$ cat src/hw/gpib_cfg.svh
`ifndef GPIB_CFG_SVH
`define GPIB_CFG_SVH
// register byte offsets
`define OFF_CTRL 8'h00
`define OFF_STAT 8'h04
`define OFF_IFSET 8'h08
`define OFF_EDIT 8'h0C
`define OFF_CODE 8'h10
`define OFF_RXCHAR 8'h14
`define OFF_ACT 8'h18
// edit/interface setting fields
`define F_ADDR_LSB 0
`define F_LONLY 5
`define F_HDR 6
`define F_DIAL 7
`define IFSET_RST 8'h00
// status fields
`define S_TALK 0
`define S_LSN 1
`define S_RMT 2
`define S_SRQ 3
`define S_ADDRERR 4
`define S_SYNERR 5
`define S_DISCARD 6
`define S_INIT_LSB 8
`define S_BLKDONE 10
// action command bits (write pulses)
`define A_POWER 0
`define A_IFC 1
`define A_DCL 2
`define A_GET 3
`define A_PRST 4
`define A_FRST 5
`define A_MTA 6
`define A_MLA 7
`define A_UNT 8
`define A_UNL 9
`define A_SPOLL 10
`define A_ENTER 11
`define A_CANCEL 12
`define A_OPER 13
`define A_ATN 14
`define A_BADCODE 15
// stream
`define MAX_CHARS 16'd400
`define ADDR_LIMIT 5'd31
`define CH_CR 8'h0D
`define CH_LF 8'h0A
`define STB_TRIG_BIT 2
`endif

$ cat src/hw/gpib_pkg.sv
package gpib_pkg;
   typedef enum logic [1:0] {
      RX_IDLE = 2'b00,
      RX_RECV = 2'b01,
      RX_DISCARD = 2'b10
   } rx_state_t;
   typedef enum logic [1:0] {
      INIT_NONE = 2'b00,
      INIT_PARTIAL = 2'b01,
      INIT_FULL = 2'b10
   } init_kind_t;
endpackage

$ cat src/hw/gpib_listener_command_front.sv
`timescale 1ns/1ps
`include "gpib_cfg.svh"
// Behaviour
// RULE1 - attention aborts current transfer immediately, dropping its state
// RULE2 - power-up clears talk, listen, srq, status, buffer; local; partial init
// RULE3 - interface clear drops only talker and listener flags; code also aborts the current transfer as for attention
// RULE4 - device clear drops talker, srq, status, buffer; partial init; keeps remote
// RULE5 - trigger clears status trigger bit, talker and buffer; keeps srq
// RULE6 - reset codes: talk off, listen on, remote, clear srq/status/buffer, init
// RULE7 - talk address sets talk; listen address sets listen; poll clears listen, srq
// RULE8 - address of 31 or more on enter is refused, error shown, old kept
// RULE9 - setting selects addressable or listen-only reception
// RULE10 - no controller may share the bus in listen-only mode
// RULE11 - setting selects header or no header on talker data
// RULE12 - setting selects native or compatibility code dialect
// RULE13 - edits take effect on enter; cancel restores previous settings
// RULE14 - controller sends ascii codes, commas optional between codes
// RULE15 - block ends on eoi, alone or with cr lf, lf, or cr
// RULE16 - up to 400 code characters per block, terminator excluded
// RULE17 - over-length block or unknown code raises syntax error
// RULE18 - after syntax error, codes up to terminator are discarded
// RULE19 - bus address selectable over 31 values from local panel
// RULE20 - syntax error raises error event visible in status
module gpib_listener_command_front
(
   input wire logic clk_sys,
   input wire logic rst,
   input wire logic ce,
   input wire logic [7:0] s_axi_awaddr,
   input wire logic s_axi_awvalid,
   output logic s_axi_awready,
   input wire logic [31:0] s_axi_wdata,
   input wire logic [3:0] s_axi_wstrb,
   input wire logic s_axi_wvalid,
   output logic s_axi_wready,
   output logic [1:0] s_axi_bresp,
   output logic s_axi_bvalid,
   input wire logic s_axi_bready,
   input wire logic [7:0] s_axi_araddr,
   input wire logic s_axi_arvalid,
   output logic s_axi_arready,
   output logic [31:0] s_axi_rdata,
   output logic [1:0] s_axi_rresp,
   output logic s_axi_rvalid,
   input wire logic s_axi_rready,
   output logic talkFlag,
   output logic listenFlag,
   output logic remoteFlag,
   output logic srqFlag,
   output logic headerEnable,
   output logic dialectCompat,
   output logic [1:0] initPulse,
   output logic xmitClear
);
   import gpib_pkg::*;
   logic [7:0] ifsetReg;
   logic [7:0] editReg;
   logic [7:0] stbReg;
   logic talk_reg, listen_reg, remote_reg, srq_reg;
   logic addrErr_reg;
   logic synErrSticky_reg;
   logic blkSticky_reg;
   logic [1:0] init_reg;
   logic xclr_reg;
   logic [7:0] awAddr_reg;
   logic awHeld_reg;
   logic [31:0] wData_reg;
   logic [3:0] wStrb_reg;
   logic wHeld_reg;
   logic rxValid_reg, rxEoi_reg, rxBad_reg;
   logic [7:0] rxData_reg;
   logic synErr, blockDone, discarding, doWrite;
   logic [15:0] charCount;
   logic [15:0] act;
   logic actPower, actIfc, actDcl, actGet, actPrst, actFrst, actMta, actMla;
   logic actUnt, actUnl, actPoll, actEnter, actCancel, actOper, actAtn;
   logic clrTalk, clrSrq, clrStb, addrBad, listenOnly, rdHit, wrHit;
   logic [31:0] statusWord, readWord, editMerged;

   function automatic logic [31:0] mergeStrb(input logic [31:0] oldV, input logic [31:0] newV,
      input logic [3:0] strb);
      logic [31:0] r;
      r = oldV;
      for (int i = 0; i < 4; i++)
         if (strb[i])
            r[i*8 +: 8] = newV[i*8 +: 8];
      return r;
   endfunction

   // axi write channel capture, either order
   assign doWrite = awHeld_reg && wHeld_reg && !s_axi_bvalid;
   assign wrHit = (awAddr_reg == `OFF_CTRL) || (awAddr_reg == `OFF_IFSET)
      || (awAddr_reg == `OFF_EDIT) || (awAddr_reg == `OFF_CODE)
      || (awAddr_reg == `OFF_RXCHAR) || (awAddr_reg == `OFF_ACT)
      || (awAddr_reg == `OFF_STAT);
   assign act = (doWrite && awAddr_reg == `OFF_ACT) ? wData_reg[15:0] : 16'h0000;
   assign actPower = act[`A_POWER];
   assign actIfc = act[`A_IFC];
   assign actDcl = act[`A_DCL];
   assign actGet = act[`A_GET];
   assign actPrst = act[`A_PRST];
   assign actFrst = act[`A_FRST];
   assign actMta = act[`A_MTA] && !listenOnly;
   assign actMla = act[`A_MLA] && !listenOnly;
   assign actUnt = act[`A_UNT];
   assign actUnl = act[`A_UNL];
   assign actPoll = act[`A_SPOLL];
   assign actEnter = act[`A_ENTER];
   assign actCancel = act[`A_CANCEL];
   assign actOper = act[`A_OPER];
   assign actAtn = act[`A_ATN] || actIfc; // RULE1
   assign listenOnly = ifsetReg[`F_LONLY]; // RULE9
   assign addrBad = editReg[`F_ADDR_LSB +: 5] >= `ADDR_LIMIT; // RULE8 RULE19
   assign editMerged = mergeStrb({24'h000000, editReg}, wData_reg, wStrb_reg);
   assign clrTalk = actPower || actIfc || actDcl || actGet || actPrst || actFrst
      || actOper || actUnt || actMla;
   assign clrSrq = actPower || actDcl || actPrst || actFrst || actPoll;
   assign clrStb = actPower || actDcl || actPrst || actFrst;
   assign statusWord = {8'h00, stbReg, 5'b00000, blkSticky_reg, 1'b0, init_reg[1], 2'b00,
      synErrSticky_reg, addrErr_reg, srq_reg, remote_reg, listen_reg, talk_reg};
   assign rdHit = (s_axi_araddr == `OFF_CTRL) || (s_axi_araddr == `OFF_STAT)
      || (s_axi_araddr == `OFF_IFSET) || (s_axi_araddr == `OFF_EDIT)
      || (s_axi_araddr == `OFF_CODE) || (s_axi_araddr == `OFF_RXCHAR)
      || (s_axi_araddr == `OFF_ACT);
   assign readWord = (s_axi_araddr == `OFF_STAT) ? (statusWord | {15'h0000, discarding,
      16'h0000}) :
      (s_axi_araddr == `OFF_IFSET) ? {24'h000000, ifsetReg} :
      (s_axi_araddr == `OFF_EDIT) ? {24'h000000, editReg} :
      (s_axi_araddr == `OFF_CODE) ? {16'h0000, charCount} :
      32'h00000000;

   always_ff @(posedge clk_sys)
   begin
      if (rst)
      begin
         s_axi_awready <= 1'b0;
         s_axi_wready <= 1'b0;
         awHeld_reg <= 1'b0;
         wHeld_reg <= 1'b0;
         awAddr_reg <= 8'h00;
         wData_reg <= 32'h00000000;
         wStrb_reg <= 4'h0;
         s_axi_bvalid <= 1'b0;
         s_axi_bresp <= 2'b00;
      end
      else if (ce)
      begin
         s_axi_awready <= !awHeld_reg && !s_axi_awready;
         s_axi_wready <= !wHeld_reg && !s_axi_wready;
         if (s_axi_awvalid && s_axi_awready)
         begin
            awHeld_reg <= 1'b1;
            awAddr_reg <= s_axi_awaddr;
            s_axi_awready <= 1'b0;
         end
         if (s_axi_wvalid && s_axi_wready)
         begin
            wHeld_reg <= 1'b1;
            wData_reg <= s_axi_wdata;
            wStrb_reg <= s_axi_wstrb;
            s_axi_wready <= 1'b0;
         end
         if (doWrite)
         begin
            s_axi_bvalid <= 1'b1;
            s_axi_bresp <= wrHit ? 2'b00 : 2'b10;
            awHeld_reg <= 1'b0;
            wHeld_reg <= 1'b0;
         end
         else if (s_axi_bvalid && s_axi_bready)
            s_axi_bvalid <= 1'b0;
      end
   end

   always_ff @(posedge clk_sys)
   begin
      if (rst)
      begin
         s_axi_arready <= 1'b0;
         s_axi_rvalid <= 1'b0;
         s_axi_rdata <= 32'h00000000;
         s_axi_rresp <= 2'b00;
      end
      else if (ce)
      begin
         s_axi_arready <= !s_axi_rvalid && !s_axi_arready;
         if (s_axi_arvalid && s_axi_arready)
         begin
            s_axi_arready <= 1'b0;
            s_axi_rvalid <= 1'b1;
            s_axi_rdata <= readWord;
            s_axi_rresp <= rdHit ? 2'b00 : 2'b10;
         end
         else if (s_axi_rvalid && s_axi_rready)
            s_axi_rvalid <= 1'b0;
      end
   end

   // settings edit and commit
   always_ff @(posedge clk_sys)
   begin
      if (rst)
      begin
         ifsetReg <= `IFSET_RST;
         editReg <= `IFSET_RST;
         addrErr_reg <= 1'b0;
      end
      else if (ce)
      begin
         if (doWrite && awAddr_reg == `OFF_EDIT)
            editReg <= editMerged[7:0];
         else if (actEnter && addrBad)
         begin
            editReg <= ifsetReg; // RULE8
            addrErr_reg <= 1'b1; // RULE8
         end
         else if (actEnter)
         begin
            ifsetReg <= editReg; // RULE13
            addrErr_reg <= 1'b0;
         end
         else if (actCancel)
            editReg <= ifsetReg; // RULE13
         if (doWrite && awAddr_reg == `OFF_STAT && wData_reg[`S_ADDRERR] && !(actEnter && addrBad))
            addrErr_reg <= 1'b0;
      end
   end

   // interface state flags
   always_ff @(posedge clk_sys)
   begin
      if (rst)
      begin
         talk_reg <= 1'b0; // RULE2
         listen_reg <= 1'b0;
         remote_reg <= 1'b0;
         srq_reg <= 1'b0;
         stbReg <= 8'h00;
         init_reg <= INIT_PARTIAL;
         xclr_reg <= 1'b1;
      end
      else if (ce)
      begin
         init_reg <= actFrst ? INIT_FULL : // RULE6
            (actPower || actDcl || actPrst) ? INIT_PARTIAL : INIT_NONE; // RULE2 RULE4
         xclr_reg <= actPower || actDcl || actGet || actPrst || actFrst; // RULE4 RULE5
         if (actMta)
            talk_reg <= 1'b1; // RULE7
         else if (clrTalk)
            talk_reg <= 1'b0; // RULE3 RULE4 RULE5
         if (actPower || actIfc || actUnl || actPoll || actMta)
            listen_reg <= 1'b0; // RULE3 RULE7
         else if (actMla || actPrst || actFrst || actOper)
            listen_reg <= 1'b1; // RULE6 RULE7
         if (actPower)
            remote_reg <= 1'b0; // RULE2
         else if (actPrst || actFrst || actOper)
            remote_reg <= 1'b1; // RULE6
         if (synErr)
            srq_reg <= 1'b1; // RULE20
         else if (clrSrq)
            srq_reg <= 1'b0; // RULE4 RULE7
         if (synErr)
            stbReg[`STB_TRIG_BIT] <= 1'b1;
         else if (clrStb)
            stbReg <= 8'h00; // RULE4 RULE6
         else if (actGet)
            stbReg[`STB_TRIG_BIT] <= 1'b0; // RULE5
      end
   end

   // receive character capture
   always_ff @(posedge clk_sys)
   begin
      if (rst)
      begin
         rxValid_reg <= 1'b0;
         rxData_reg <= 8'h00;
         rxEoi_reg <= 1'b0;
         rxBad_reg <= 1'b0;
         synErrSticky_reg <= 1'b0;
         blkSticky_reg <= 1'b0;
      end
      else if (ce)
      begin
         rxValid_reg <= doWrite && awAddr_reg == `OFF_RXCHAR && (listenOnly || listen_reg);
         rxData_reg <= wData_reg[7:0];
         rxEoi_reg <= wData_reg[8];
         rxBad_reg <= wData_reg[9];
         if (synErr)
            synErrSticky_reg <= 1'b1; // RULE20
         else if (doWrite && awAddr_reg == `OFF_STAT && wData_reg[`S_SYNERR])
            synErrSticky_reg <= 1'b0;
         if (blockDone)
            blkSticky_reg <= 1'b1;
         else if (doWrite && awAddr_reg == `OFF_STAT && wData_reg[`S_BLKDONE])
            blkSticky_reg <= 1'b0;
      end
   end

   block_parser parser
   (
      .clk_sys(clk_sys),
      .rst(rst),
      .ce(ce),
      .abort(actAtn),
      .charValid(rxValid_reg),
      .charData(rxData_reg),
      .charEoi(rxEoi_reg),
      .codeBad(rxBad_reg),
      .synErr(synErr),
      .blockDone(blockDone),
      .discarding(discarding),
      .charCount(charCount)
   );

   always_ff @(posedge clk_sys)
   begin
      if (rst)
      begin
         talkFlag <= 1'b0;
         listenFlag <= 1'b0;
         remoteFlag <= 1'b0;
         srqFlag <= 1'b0;
         headerEnable <= 1'b0;
         dialectCompat <= 1'b0;
         initPulse <= 2'b00;
         xmitClear <= 1'b0;
      end
      else if (ce)
      begin
         talkFlag <= talk_reg;
         listenFlag <= listen_reg;
         remoteFlag <= remote_reg;
         srqFlag <= srq_reg;
         headerEnable <= ifsetReg[`F_HDR]; // RULE11
         dialectCompat <= ifsetReg[`F_DIAL]; // RULE12
         initPulse <= init_reg;
         xmitClear <= xclr_reg;
      end
   end

   chk_ifc_keeps_remote: assert property (@(posedge clk_sys) disable iff (rst) // RULE3
      (ce && actIfc && !actPower && !actPrst && !actFrst && !actOper)
      |=> (!talk_reg && !listen_reg && remote_reg == $past(remote_reg)))
      else $error("interface clear changed remote");
   chk_dcl_clears: assert property (@(posedge clk_sys) disable iff (rst) // RULE4
      (ce && actDcl && !synErr && !actMta) |=> (!talk_reg && !srq_reg && stbReg == 8'h00
      && xclr_reg && init_reg == INIT_PARTIAL))
      else $error("device clear incomplete");
   chk_reset_code: assert property (@(posedge clk_sys) disable iff (rst) // RULE6
      (ce && actFrst && !actPower && !actIfc && !actUnl && !actPoll && !actMta && !synErr)
      |=> (listen_reg && remote_reg && !talk_reg && init_reg == INIT_FULL))
      else $error("full reset code wrong");
   chk_bad_addr: assert property (@(posedge clk_sys) disable iff (rst) // RULE8
      (ce && actEnter && addrBad) |=> (addrErr_reg && ifsetReg == $past(ifsetReg)))
      else $error("bad address accepted");
   chk_cancel_edit: assert property (@(posedge clk_sys) disable iff (rst) // RULE13
      (ce && actCancel && !actEnter) |=> (editReg == ifsetReg && ifsetReg == $past(ifsetReg)))
      else $error("cancel did not restore");
   chk_talk_addr: assert property (@(posedge clk_sys) disable iff (rst) // RULE7
      (ce && actMta) |=> ##1 (talkFlag && !listenFlag))
      else $error("talk address wrong");
endmodule

$ cat src/hw/block_parser.sv
`timescale 1ns/1ps
`include "gpib_cfg.svh"
module block_parser
(
   input wire logic clk_sys,
   input wire logic rst,
   input wire logic ce,
   input wire logic abort,
   input wire logic charValid,
   input wire logic [7:0] charData,
   input wire logic charEoi,
   input wire logic codeBad,
   output logic synErr,
   output logic blockDone,
   output logic discarding,
   output logic [15:0] charCount
);
   import gpib_pkg::*;
   rx_state_t stateReg;
   rx_state_t stateNext;
   logic [15:0] countReg;
   logic isDelim;
   logic isBody;
   logic overLimit;
   logic errNow;
   assign isDelim = (charData == `CH_CR) || (charData == `CH_LF);
   assign isBody = charValid && !isDelim;
   assign overLimit = isBody && (countReg >= `MAX_CHARS); // RULE16
   assign errNow = (stateReg != RX_DISCARD) && isBody && (overLimit || codeBad); // RULE17
   always_comb
   begin
      stateNext = stateReg;
      case (stateReg)
         RX_IDLE, RX_RECV:
         begin
            if (charValid && charEoi)
               stateNext = RX_IDLE; // RULE15
            else if (errNow)
               stateNext = RX_DISCARD; // RULE18
            else if (isBody)
               stateNext = RX_RECV;
         end
         RX_DISCARD:
         begin
            if (charValid && charEoi)
               stateNext = RX_IDLE; // RULE18
         end
         default:
            stateNext = RX_IDLE;
      endcase
   end
   always_ff @(posedge clk_sys)
   begin
      if (rst)
      begin
         stateReg <= RX_IDLE;
         countReg <= 16'h0000;
         synErr <= 1'b0;
         blockDone <= 1'b0;
      end
      else if (ce)
      begin
         if (abort)
         begin
            stateReg <= RX_IDLE; // RULE1
            countReg <= 16'h0000;
            synErr <= 1'b0;
            blockDone <= 1'b0;
         end
         else
         begin
            stateReg <= stateNext;
            synErr <= errNow && !(charValid && charEoi && !isBody);
            blockDone <= charValid && charEoi; // RULE15
            if (charValid && charEoi)
               countReg <= 16'h0000;
            else if (isBody && stateReg != RX_DISCARD && countReg < `MAX_CHARS + 16'd1) // RULE18
               countReg <= countReg + 16'd1;
         end
      end
   end
   assign discarding = (stateReg == RX_DISCARD);
   assign charCount = countReg;
   chk_limit_error: assert property (@(posedge clk_sys) disable iff (rst) // RULE16
      (ce && !abort && stateReg == RX_RECV && isBody && countReg == `MAX_CHARS
      && !charEoi) |=> (stateReg == RX_DISCARD))
      else $error("over-length block not discarded");
   chk_discard_hold: assert property (@(posedge clk_sys) disable iff (rst) // RULE18
      (ce && !abort && stateReg == RX_DISCARD && !(charValid && charEoi))
      |=> (stateReg == RX_DISCARD))
      else $error("discard ended before terminator");
endmodule

$ cat config.mk
export PLATFORM = sky130hd
export DESIGN_NAME = gpib_listener_command_front
export DESIGN_NICKNAME = d
export VERILOG_FILES = /design/src/hw/gpib_pkg.sv /design/src/hw/gpib_listener_command_front.sv /design/src/hw/block_parser.sv
export VERILOG_INCLUDE_DIRS = /design/src /design/src/hw
export SDC_FILE = /design/constraint.sdc
export NUM_CORES = 1
export LEC_CHECK = 0
export ABC_CLOCK_PERIOD_IN_PS = 5300
export BUFFER_PORTS_ARGS = -buffer_cell sky130_fd_sc_hd__buf_4
export CORE_MARGIN = 2
export CORE_UTILIZATION = 25
export CTS_BUF_LIST = sky130_fd_sc_hd__clkbuf_8
export DETAILED_ROUTE_END_ITERATION = 7
export PLACE_DENSITY = 0.4
export SYNTH_ARGS = -nofsm -noshare
export SYNTH_HDL_FRONTEND = slang
export SYNTH_HIERARCHICAL = 1
export SYNTH_SLANG_ARGS = --single-unit
$ cat constraint.sdc
create_clock -name clk_sys -period 5.3 [get_ports clk_sys]
set_input_delay 0.265 -clock clk_sys [delete_from_list [all_inputs] [get_ports clk_sys]]
set_output_delay 0.265 -clock clk_sys [all_outputs]
set_load 0.01 [all_outputs]
# ---- Word level (Yosys, flattened, before mapping)
# Index checks and enable logic that the tools add are counted.
dict set report op_classes {
  n_eq_ne 22
  addsub 1
  n_lt_le_gt_ge 3
  n_reduce_logical 119
  n_mux 55
  n_bitwise 3
}
# cell count
set op_table {}
lappend op_table {{two-way mux 16 bit} 6}
lappend op_table {{equality test 8 x 4 -> 1 bit (second input constant)} 6}
lappend op_table {{equality test 8 x 5 -> 1 bit (second input constant)} 6}
lappend op_table {{two-way mux 8 bit} 5}
lappend op_table {{logical OR 1 bit} 39}
lappend op_table {{two-way mux 1 bit} 33}
lappend op_table {{AND reduction 2 bit} 16}
lappend op_table {{logical AND 1 bit} 30}
lappend op_table {{nonzero test 2 bit} 10}
lappend op_table {{two-way mux 19 bit} 1}
lappend op_table {{bitwise OR 19 x 17 -> 19 bit} 1}
lappend op_table {{adder 16 x 1 -> 16 bit (second input constant)} 1}
lappend op_table {{equality test 8 x 3 -> 1 bit (second input constant)} 2}
lappend op_table {{>= comparator 16 x 9 -> 1 bit (second input constant)} 1}
lappend op_table {{zero test 8 bit} 2}
lappend op_table {{< comparator 16 x 9 -> 1 bit (second input constant)} 1}
lappend op_table {{two-way mux 2 bit} 8}
lappend op_table {{two-way mux 15 bit} 1}
lappend op_table {{zero test 1 bit} 12}
lappend op_table {{nonzero test 3 bit} 4}
lappend op_table {{AND reduction 4 bit} 2}
lappend op_table {{inequality test 3 x 1 -> 1 bit (second input constant)} 2}
lappend op_table {{AND reduction 3 bit} 2}
lappend op_table {{>= comparator 5 bit (second input constant)} 1}
lappend op_table {{9 further kinds} 11}
dict set report totals {
  reg_bits 134
  out_inout_bits 50
  in_bits 60
  word_cells 244
}

# ---- Logic depth before layout (Yosys ltp)
# Gate-level depths: netlist of the first run.
dict set report depth {
  word_depth 14
  mapped_depth 9
  ltp_nobuf 8
}

# ---- Cells and area by module
# Netlist of the first run, hierarchy kept.
# mod seq_area_each_um2 instances area_each_um2 cells_each
set by_module_without_submodules {}
lappend by_module_without_submodules {gpib_listener_command_front 1961.9 1 4484.3 533}
lappend by_module_without_submodules {block_parser 400.4 1 942.2 109}

# ---- Worst setup path after synthesis of the first run
# No wires, ideal clock.
dict set report synth_timing {
  path_kind {reg2reg}
  startpoint {reg parser.countReg[5], in the netlist parser/charCount[5]}
  endpoint {reg parser.countReg[5], in the netlist parser/charCount[5]}
  t_required_ps 5230
  synth_period_minus_slack_ps 1940
  path_stages_with_launch 6
  arrival_time_ps 1870
  path_buffers 0
  setup_time_ps 70
  setup_slack_ps 3360
  path_cell_list {dfxtp_1 -> o311ai_1 -> a21oi_1 -> or4_4 -> or4_1 -> a21oi_1}
}
dict set report synth_via {
  elab_chain_cells 4
  word_cells_on_any_way 8
  classes_between {add/sub (1); order compare (1); mux (3); reduce/logical (3)}
}
# element line_no
set synth_rtl {}
lappend synth_rtl {{from (decl)} block_parser.sv:21} ;# logic [15:0] countReg;
lappend synth_rtl {{from (signal assigned)} block_parser.sv:78} ;# countReg <= countReg + 16'd1;
lappend synth_rtl {{adder 16 x 1 -> 16 bit / < comparator 16 x 9 -> 1 bit (equally long branches)} {block_parser.sv:78, block_parser.sv:77}}
lappend synth_rtl {{two-way mux 16 bit / logical AND 1 bit (equally long branches)} block_parser.sv:77} ;# else if (isBody && stateReg != RX_DISCARD && countReg < `MAX_CHARS + 16'd1)
lappend synth_rtl {{two-way mux 16 bit / nonzero test 3 bit (equally long branches)} n/a}
lappend synth_rtl {{two-way mux 16 bit / AND reduction 2 bit (equally long branches)} n/a}
# Parallel ways exist; a longest one is shown, timed or not. The select of a mux whose other input is x is not followed.
# A chain may end at the register's enable or synchronous reset.

# ---- Worst setup path after layout of the first run
dict set report layout_timing {
  startpoint {reg awAddr_reg[3]}
  endpoint {reg parser.countReg[6], in the netlist parser/charCount[6]}
}
dict set report layout_via {
  elab_chain_cells 6
  word_cells_on_any_way 7
  classes_between {eq/ne (1); mux (2); reduce/logical (4)}
}
# element line_no
set layout_rtl {}
lappend layout_rtl {{from (decl)} gpib_listener_command_front.sv:65} ;# logic [7:0] awAddr_reg;
lappend layout_rtl {{from (signal assigned)} gpib_listener_command_front.sv:153} ;# awAddr_reg <= s_axi_awaddr;
lappend layout_rtl {{equality test 8 x 5 -> 1 bit (no source line) (*)} n/a}
lappend layout_rtl {{logical AND 1 bit (no source line) (*)} n/a}
lappend layout_rtl {{two-way mux 15 bit (*)} gpib_listener_command_front.sv:96} ;# assign act = (doWrite && awAddr_reg == `OFF_ACT) ? wData_reg[15:0] : 16'h0000;
lappend layout_rtl {{logical OR 1 bit (*)} gpib_listener_command_front.sv:111} ;# assign actAtn = act[`A_ATN] || actIfc;
lappend layout_rtl {{net actAtn} gpib_listener_command_front.sv:76} ;# logic actUnt, actUnl, actPoll, actEnter, actCancel, actOper, actAtn;
lappend layout_rtl {{nonzero test 3 bit (no source line)} n/a}
lappend layout_rtl {{AND reduction 2 bit (no source line)} n/a}
# Mark *: on every way through the listed nets, which the timed path passes. The rest lies on a longest branch.

==> results of run 1 <==
[per-stage QoR]
stage          cells  setup slack [ps]  instance area [um^2]  hold slack [ps]  total power [uW]
3_3_place_gp     948              2528                  6092            444.6              1042
3_5_place_dp     948              2509                  6092            450.0              1043
2_1_floorplan    657              3360                  5483            401.0              1003
6_report         980              2785                  6544            63.13              1954
4_1_cts          980              2744                  6544            27.65              1981
5_1_grt          980              2597                  6544            38.71              2037
[cells in the mapped netlist (2+ instances only)]
cell,count
sky130_fd_sc_hd__nand3_1,19
sky130_fd_sc_hd__nor4b_1,3
sky130_fd_sc_hd__nand2b_1,5
sky130_fd_sc_hd__o2bb2ai_1,2
sky130_fd_sc_hd__a31oi_1,3
sky130_fd_sc_hd__o41ai_1,3
sky130_fd_sc_hd__o21ai_0,19
sky130_fd_sc_hd__a211oi_1,2
sky130_fd_sc_hd__nand2_1,80
sky130_fd_sc_hd__mux2i_1,25
sky130_fd_sc_hd__nor4b_4,3
sky130_fd_sc_hd__nor2b_1,9
sky130_fd_sc_hd__a21oi_1,84
sky130_fd_sc_hd__nor3_1,17
sky130_fd_sc_hd__ha_1,2
sky130_fd_sc_hd__and2_1,7
sky130_fd_sc_hd__a22oi_1,6
sky130_fd_sc_hd__or3_1,6
sky130_fd_sc_hd__clkbuf_1,26
sky130_fd_sc_hd__nand4_1,21
sky130_fd_sc_hd__and3_1,6
sky130_fd_sc_hd__or4_1,4
sky130_fd_sc_hd__nand3b_1,15
sky130_fd_sc_hd__buf_1,6
sky130_fd_sc_hd__nor3b_1,2
sky130_fd_sc_hd__nand4b_1,3
sky130_fd_sc_hd__nor2_1,48
sky130_fd_sc_hd__buf_4,18
sky130_fd_sc_hd__nor4_1,5
sky130_fd_sc_hd__a21o_1,4
sky130_fd_sc_hd__o221ai_1,3
sky130_fd_sc_hd__buf_2,9
sky130_fd_sc_hd__dfxtp_1,118
sky130_fd_sc_hd__a311oi_1,3
sky130_fd_sc_hd__a22o_1,2
sky130_fd_sc_hd__and4b_1,2
sky130_fd_sc_hd__mux2_2,8
sky130_fd_sc_hd__o31ai_1,9
sky130_fd_sc_hd__o21a_1,2
sky130_fd_sc_hd__or3b_2,3
sky130_fd_sc_hd__inv_1,10
[final cells by class]
class | count | area, um^2
Clock buffer | 20 | 275.3
Clock inverter | 12 | 176.4
Fill cell | 2232 | 14610
Inverter | 11 | 41.29
Multi-Input combinational cell | 468 | 2774
Sequential cell | 118 | 2362
Tap cell | 275 | 344.1
Timing Repair Buffer | 76 | 570.5
[cells by family after synthesis]
| kind of cell | Yosys count | share of synthesized area [%] |
|---|---|---|
| and+or+nand+nor | 266 | 26.40 |
| other | 1 | 0.06911 |
| muxes | 33 | 6.272 |
| AOI/OAI and AO/OA | 151 | 16.88 |
| buffers and inverters | 71 | 6.387 |
| adders and majority gates | 2 | 0.4611 |
| DFF | 118 | 43.53 |
[metal layers]
| layer | global-route usage (%) | wire [um] | up-vias |
|---|---|---|---|
| li1 | - | - | 2373 |
| met1 | 21.19 | 8347 | 2232 |
| met2 | 20.05 | 6739 | 123 |
| met3 | 3.434 | 714 | 11 |
| met4 | 4.673 | 174 | 0 |
| met5 | 0 | 0 | - |
[worst max-delay path, delay by kind of cell (launching register included)]
| family | cells | cell delay, ps |
|---|---|---|
| and+or+nand+nor | 4 | 1070 |
| DFF | 1 | 520 |
| AOI/OAI and AO/OA | 4 | 810 |
[power breakdown]
group | leakage [uW] | switching (uW) | internal [uW] | total, uW
Sequential | 0.000953 | 12.6 | 896 | 909
Clock | 0.000218 | 384 | 549 | 933
Combinational | 0.00124 | 68.7 | 44.4 | 113
Total | 0.00241 | 465 | 1490 | 1950
[path summary, 6_finish.rpt]
kind,startpoint,endpoint,cells past startpoint
setup / recovery,awAddr_reg[3],parser/charCount[6],8
setup reg to reg,awAddr_reg[3],parser/charCount[6],8
hold reg to reg,s_axi_rdata[6],s_axi_rdata[6],2
hold / removal,s_axi_wdata[10],wData_reg[10],3
==> flow_summary.rst, run 1 <==
.. list-table::
   :header-rows: 1

   * - Metric
     - Value
   * - Leading cell type in the layout, fill and taps excluded
     - sky130_fd_sc_hd__dfxtp_1
   * - Synthesis Warnings
     - 6
   * - ANT nets after route
     - 0
   * - Critical Path Source Type
     - flop
   * - Post-detailed-placement half-perimeter wirelength
     - about 11000 um
   * - Worst setup EP type
     - flop
   * - Post-route minimum period
     - about 2500 ps
   * - Async SR Flop Fraction
     - 0%
   * - Cell type with the largest total area after synthesis
     - sky130_fd_sc_hd__dfxtp_1
   * - Data required time of the critical path
     - 5640 ps
   * - Leakage
     - ~0.0024 uW
   * - Global-route total usage across every layer
     - between 10 and 15%
   * - Post-Route Skew
     - between 10 and 15 ps
   * - Layout cells sized above 1
     - 18.16%
   * - Commonest register cell after synthesis
     - sky130_fd_sc_hd__dfxtp_1
   * - Remaining DRCs
     - 0
   * - Commonest non-fill, non-tap cells in the layout
     - sky130_fd_sc_hd__dfxtp_1 (118), sky130_fd_sc_hd__a21oi_1 (84), sky130_fd_sc_hd__nand2_1 (80)
   * - Vias per Instance
     - roughly 4.8
   * - Maximum number of pins on one net before global-route repair
     - between 60 and 70
   * - Initial antenna violation count
     - 0
   * - Most frequent cell on the critical path
     - sky130_fd_sc_hd__a21oi_1
   * - Placement row count
     - between 50 and 60
   * - Area of the die
     - roughly 23000 um^2
   * - Synth Instances
     - approximately 640
   * - Worst-skew pair later-pin latency
     - around 440 ps
   * - Maximum clock path buffer count
     - 2
   * - Hold-fix buffers at CTS
     - 0
   * - Setup repair after global routing missed its margin
     - false
   * - Total power per unit cell area
     - 298.7 nW/um^2
   * - Outcome
     - completed
   * - Total Neg Setup Slack
     - 0 ps
   * - Total CTS buffers
     - 17
   * - Average footprint of a synthesized cell
     - 8.452 um^2
   * - Critical Path Max Stage Delay
     - between 500 and 600 ps
   * - Actual slew at the worst max-slew pin
     - 1036 ps
   * - Initial standard-cell utilization of the core
     - between 20% and 30%
   * - Number of different library cells in the post-synthesis netlist
     - 61
   * - Count of flip-flops with a built-in enable after synthesis
     - 0
   * - H-tree Lvls
     - 4
   * - Register-to-Register Setup Slack
     - 2780 ps
   * - GRT Residual Overflow
     - 0
   * - Post-CTS Setup Inserts
     - 0
   * - Signal arrival time at the worst endpoint
     - between 2000 and 3000 ps
   * - Library cell contributing the largest single delay on the critical path
     - sky130_fd_sc_hd__dfxtp_1
   * - Routed length per placed instance
     - between 15 and 20 um
   * - Biggest area contributors in the synthesized netlist
     - sky130_fd_sc_hd__dfxtp_1 (44%), sky130_fd_sc_hd__a21oi_1 (7.7%), sky130_fd_sc_hd__nand2_1 (5.5%)
   * - Diodes inserted
     - 0
   * - Routability cong.
     - ~0.78
   * - Clock Root Buffer
     - sky130_fd_sc_hd__clkbuf_8
   * - Clock tree from TritonCTS
     - done
   * - Relative slew margins
     - 30.22%
   * - Starting DRT DRC Count
     - roughly 310
   * - Post-cts repair resize count
     - 0
   * - Max reg flops
     - 18
   * - Finish-stage setup viols
     - 0
   * - Total via count after detailed routing
     - between 4000 and 5000
   * - Post-layout utilization of the core
     - 30.93%
   * - Total iterations of the first detailed-routing run
     - 5
   * - Num Clock Sinks
     - 118
   * - Via count of the first global-routing pass
     - roughly 4300
   * - Maxcap violations
     - 0
   * - Maximum fanout along the worst path
     - 13
   * - Final hold violations
     - 0
   * - Total wirelength of the detailed-routed design
     - between 15000 and 20000 um
   * - Worst Path Class, Setup
     - flop to flop
   * - Port Buffers
     - 73
   * - Core box area
     - about 21000 um^2
   * - CP cell instances
     - nor4b_4 -> nand3_2 -> nor2_1 -> a21o_1 -> a21oi_1 -> nand2_1 -> a21oi_1 -> a31o_2
   * - Overall die width
     - 151.3 um
   * - Register bit total from synthesis
     - approximately 120
   * - I/O pin total
     - 110
   * - Area fraction of the dominant cell type after synthesis
     - 43.53%
   * - Final clock period utilization by the worst path
     - a little under half
   * - Worst-path clk slew
     - 80 ps
   * - First-pass GRT wire length
     - around 25000 um
   * - Peak supply drop
     - roughly 150 uV
   * - Vertical die dimension
     - between 150 and 200 um
   * - Layout overhead on the synthesized area
     - 20.59%
   * - Portion of the post-synthesis area used by sequential elements
     - about 44%
   * - Classification of the worst-slack hold path
     - input port to flop
   * - Maximum achievable frequency
     - between 300 and 400 MHz
   * - Post-synthesis cell area
     - 5426 um^2
   * - Number of nets in the final layout
     - roughly 750
   * - Slew Limit Fails
     - 0
Power figures use the tool's default switching activity.
==> run 2, diff against run 1 <==
Settings changed: ABC_CLOCK_PERIOD_IN_PS 5300 to 2400.
Clock period 5.3 ns to 2.4 ns, I/O delays scaled along.
==> flow_summary.rst, run 2 (same netlist as run 1, synthesis figures left out) <==
.. list-table::
   :header-rows: 1

   * - Metric
     - Value
   * - Global-route total usage across every layer
     - 14.86% (+0.57 points)
   * - Worst-path clk slew
     - 70 ps (about the same)
   * - Maximum clock path buffer count
     - 2 (unchanged)
   * - Outcome
     - completed
   * - Library cell contributing the largest single delay on the critical path
     - sky130_fd_sc_hd__or4_4
   * - Layout cells sized above 1
     - 19.03% (+0.88 points)
   * - Signal arrival time at the worst endpoint
     - 2640 ps (-220 ps)
   * - Slew Limit Fails
     - 0 (unchanged)
   * - Layout overhead on the synthesized area
     - 26.54%
   * - Port Buffers
     - 73 (unchanged)
   * - Num Clock Sinks
     - 118 (unchanged)
   * - Worst-case hold path end point
     - srqFlag
   * - Register-to-Register Setup Slack
     - 140 ps (-2650 ps)
   * - Finish-stage setup viols
     - 0 (unchanged)
   * - Relative slew margins
     - 43.09% (+13 points)
   * - Total via count after detailed routing
     - 4948 (+4.4%)
   * - Final hold violations
     - 0 (unchanged)
   * - Leakage
     - 0.002586 uW (+7.2%)
   * - H-tree Lvls
     - 4 (unchanged)
   * - Maximum achievable frequency
     - 441.5 MHz (+11%)
   * - Vias per Instance
     - 4.846 (+0.22%)
   * - Total power per unit cell area
     - 593.1 nW/um^2 (+99%)
   * - Leading cell type in the layout, fill and taps excluded
     - sky130_fd_sc_hd__dfxtp_1
   * - Buffers and inverters on the worst path
     - 0 (unchanged)
   * - First-pass GRT wire length
     - 25940 um (+4.2%)
   * - Maximum number of pins on one net before global-route repair
     - 71 (+2.9%)
   * - Post-detailed-placement half-perimeter wirelength
     - 11680 um (+3.4%)
   * - Worst setup EP type
     - flop
   * - Setup repair after global routing missed its margin
     - false
   * - Maxcap violations
     - 0 (unchanged)
   * - Routability cong.
     - 0.7702 (-1.5%)
   * - Placed cell count
     - 964 (+1.7%)
   * - ANT nets after route
     - 0 (unchanged)
   * - Final clock period utilization by the worst path
     - 94.37% (+47 points)
   * - Core box area
     - 21150 um^2 (unchanged)
   * - Initial standard-cell utilization of the core
     - 25.65% (unchanged)
   * - Peak supply drop
     - 323.1 uV (+120%)
   * - Commonest non-fill, non-tap cells in the layout
     - sky130_fd_sc_hd__dfxtp_1 (118), sky130_fd_sc_hd__buf_4 (91), sky130_fd_sc_hd__a21oi_1 (84)
   * - Classification of the worst-slack hold path
     - input port to flop
   * - Total iterations of the first detailed-routing run
     - 4 (-1)
   * - Post-Route Skew
     - 10.73 ps (-2.783 ps)
   * - CP delay by family, top
     - simple AND/OR/NAND/NOR gates
   * - Post-layout utilization of the core
     - 32.46% (+1.5 points)
   * - Vertical die dimension
     - 151.3 um (unchanged)
   * - Remaining DRCs
     - 0 (unchanged)
   * - Total CTS buffers
     - 17 (unchanged)
   * - Via count of the first global-routing pass
     - 4757 (+9.5%)
   * - GRT Residual Overflow
     - 0 (unchanged)
   * - Max reg flops
     - 18 (unchanged)
   * - Worst r2r src
     - parser/charCount[5]
   * - Initial antenna violation count
     - 0 (unchanged)
   * - Critical Path Source Type
     - flop
   * - Critical register-to-register path endpoint
     - parser/charCount[5]
   * - Worst Path Class, Setup
     - flop to flop
   * - Area of the die
     - 22900 um^2 (unchanged)
   * - Cell depth of the worst min-delay path
     - 3 (unchanged)
   * - Most frequent cell on the critical path
     - sky130_fd_sc_hd__a21oi_1
   * - Overall die width
     - 151.3 um (unchanged)
   * - I/O pin total
     - 110 (unchanged)
   * - CP cell instances
     - o311ai_1 -> a21oi_1 -> or4_4 -> or4_1 -> a21oi_1
   * - Placement row count
     - 53 (unchanged)
   * - Data required time of the critical path
     - 2770 ps (-2870 ps)
   * - Clock tree from TritonCTS
     - done
   * - Critical Path Max Stage Delay
     - 590 ps (+70 ps)
   * - Hold slack final
     - 18.95 ps (-44.18 ps)
   * - Maximum fanout along the worst path
     - 13 (unchanged)
   * - Clock Root Buffer
     - sky130_fd_sc_hd__clkbuf_8
   * - Number of nets in the final layout
     - 796 (+5.6%)
   * - Diodes inserted
     - 0 (unchanged)
   * - Non-filler cells in the finished layout
     - 1021 (+4.2%)
   * - Actual slew at the worst max-slew pin
     - 853.6 ps (-182.1 ps)
   * - Total Neg Setup Slack
     - 0 ps (unchanged)
   * - Starting DRT DRC Count
     - 370 (+20%)
   * - Hold Path Origin
     - ce
   * - Post-route minimum period
     - 2265 ps (-250.6 ps)
   * - Number of cells on the worst reg-to-reg path
     - 5 (-3)
   * - Worst-skew pair later-pin latency
     - 440 ps (about the same)
   * - Total wirelength of the detailed-routed design
     - 16460 um (+3.0%)
   * - Routed length per placed instance
     - 16.12 um (-1.1%)
run 2: cell count changes in the layout (fill, tap and decap cells not counted):
cell / delta
sky130_fd_sc_hd__nor4_1: -1
sky130_fd_sc_hd__buf_12: +1
sky130_fd_sc_hd__bufinv_16: -2
sky130_fd_sc_hd__clkinv_2: +3
sky130_fd_sc_hd__inv_1: +2
sky130_fd_sc_hd__clkinvlp_4: -1
sky130_fd_sc_hd__clkbuf_8: -1
sky130_fd_sc_hd__dlygate4sd3_1: +26
sky130_fd_sc_hd__buf_4: +15
sky130_fd_sc_hd__clkinv_4: -2
sky130_fd_sc_hd__nor4_2: +1
run 2: repair_timing:
| action | CTS | global route |
|---|---|---|
| setup endpoints to repair | 0 | 1 |
| hold endpoints to repair | 26 | 0 |
| buffers inserted | 0 | 0 |
| hold buffers | 26 | 0 |
| resized for setup | 0 | 1 |
run 2: how the worst max path moves through the flow:
stage / slack, ps / from / depth (start not counted) / end
floorplan: 460 / parser/charCount[5] / 5 / parser/charCount[5]
CTS: 110 / parser/charCount[11] / 5 / parser/charCount[5]
global placement: 130 / parser/charCount[11] / 5 / parser/charCount[5]
global route: 20 / wHeld_reg / 8 / parser/charCount[6]
detailed placement: 130 / parser/charCount[11] / 5 / parser/charCount[5]
finish: 140 / parser/charCount[5] / 5 / parser/charCount[5]
run 2: worst reg2reg max path, delay by kind of cell (launching register included):
| family | cells | cell delay, ps |
|---|---|---|
| flip-flops | 1 | 370 |
| AO/OA/AOI/OAI | 3 | 720 |
| AND/OR/NAND/NOR | 2 | 1110 |
run 2: stage by stage:
step	power [uW]	area, um^2	setup WS (ps)
floorplan	2216	5483	459.9
global placement	2315	6225	128.1
detailed placement	2317	6225	127.2
CTS	4129	6860	110.4
global route	4249	6867	21.40
finish	4073	6867	135.1
run 2: power breakdown:
| part | internal, uW | switching, uW | total, uW |
|---|---|---|---|
| Combinational | 135 | 164 | 299 |
| Clock | 951 | 819 | 1770 |
| Sequential | 1980 | 24.5 | 2000 |
run 2: routing by layer:
| metal | track usage, % | part of all wire [%] |
|---|---|---|
| met1 | 21.71 | 51 |
| met2 | 21.52 | 42 |
| met3 | 2.982 | 4.9 |
| met4 | 5.187 | 1.5 |
| met5 | 0 | 0 |
run 2: area by class of cell:
type / instances / area [um^2]
clock inverters: 12 / 113.9
multi-input cells: 468 / 2780
inverters: 11 / 41.29
fillers: 2201 / 14290
repair buffers: 118 / 963.4
flip-flops and latches: 118 / 2362
clock buffers: 19 / 261.5
well taps: 275 / 344.1
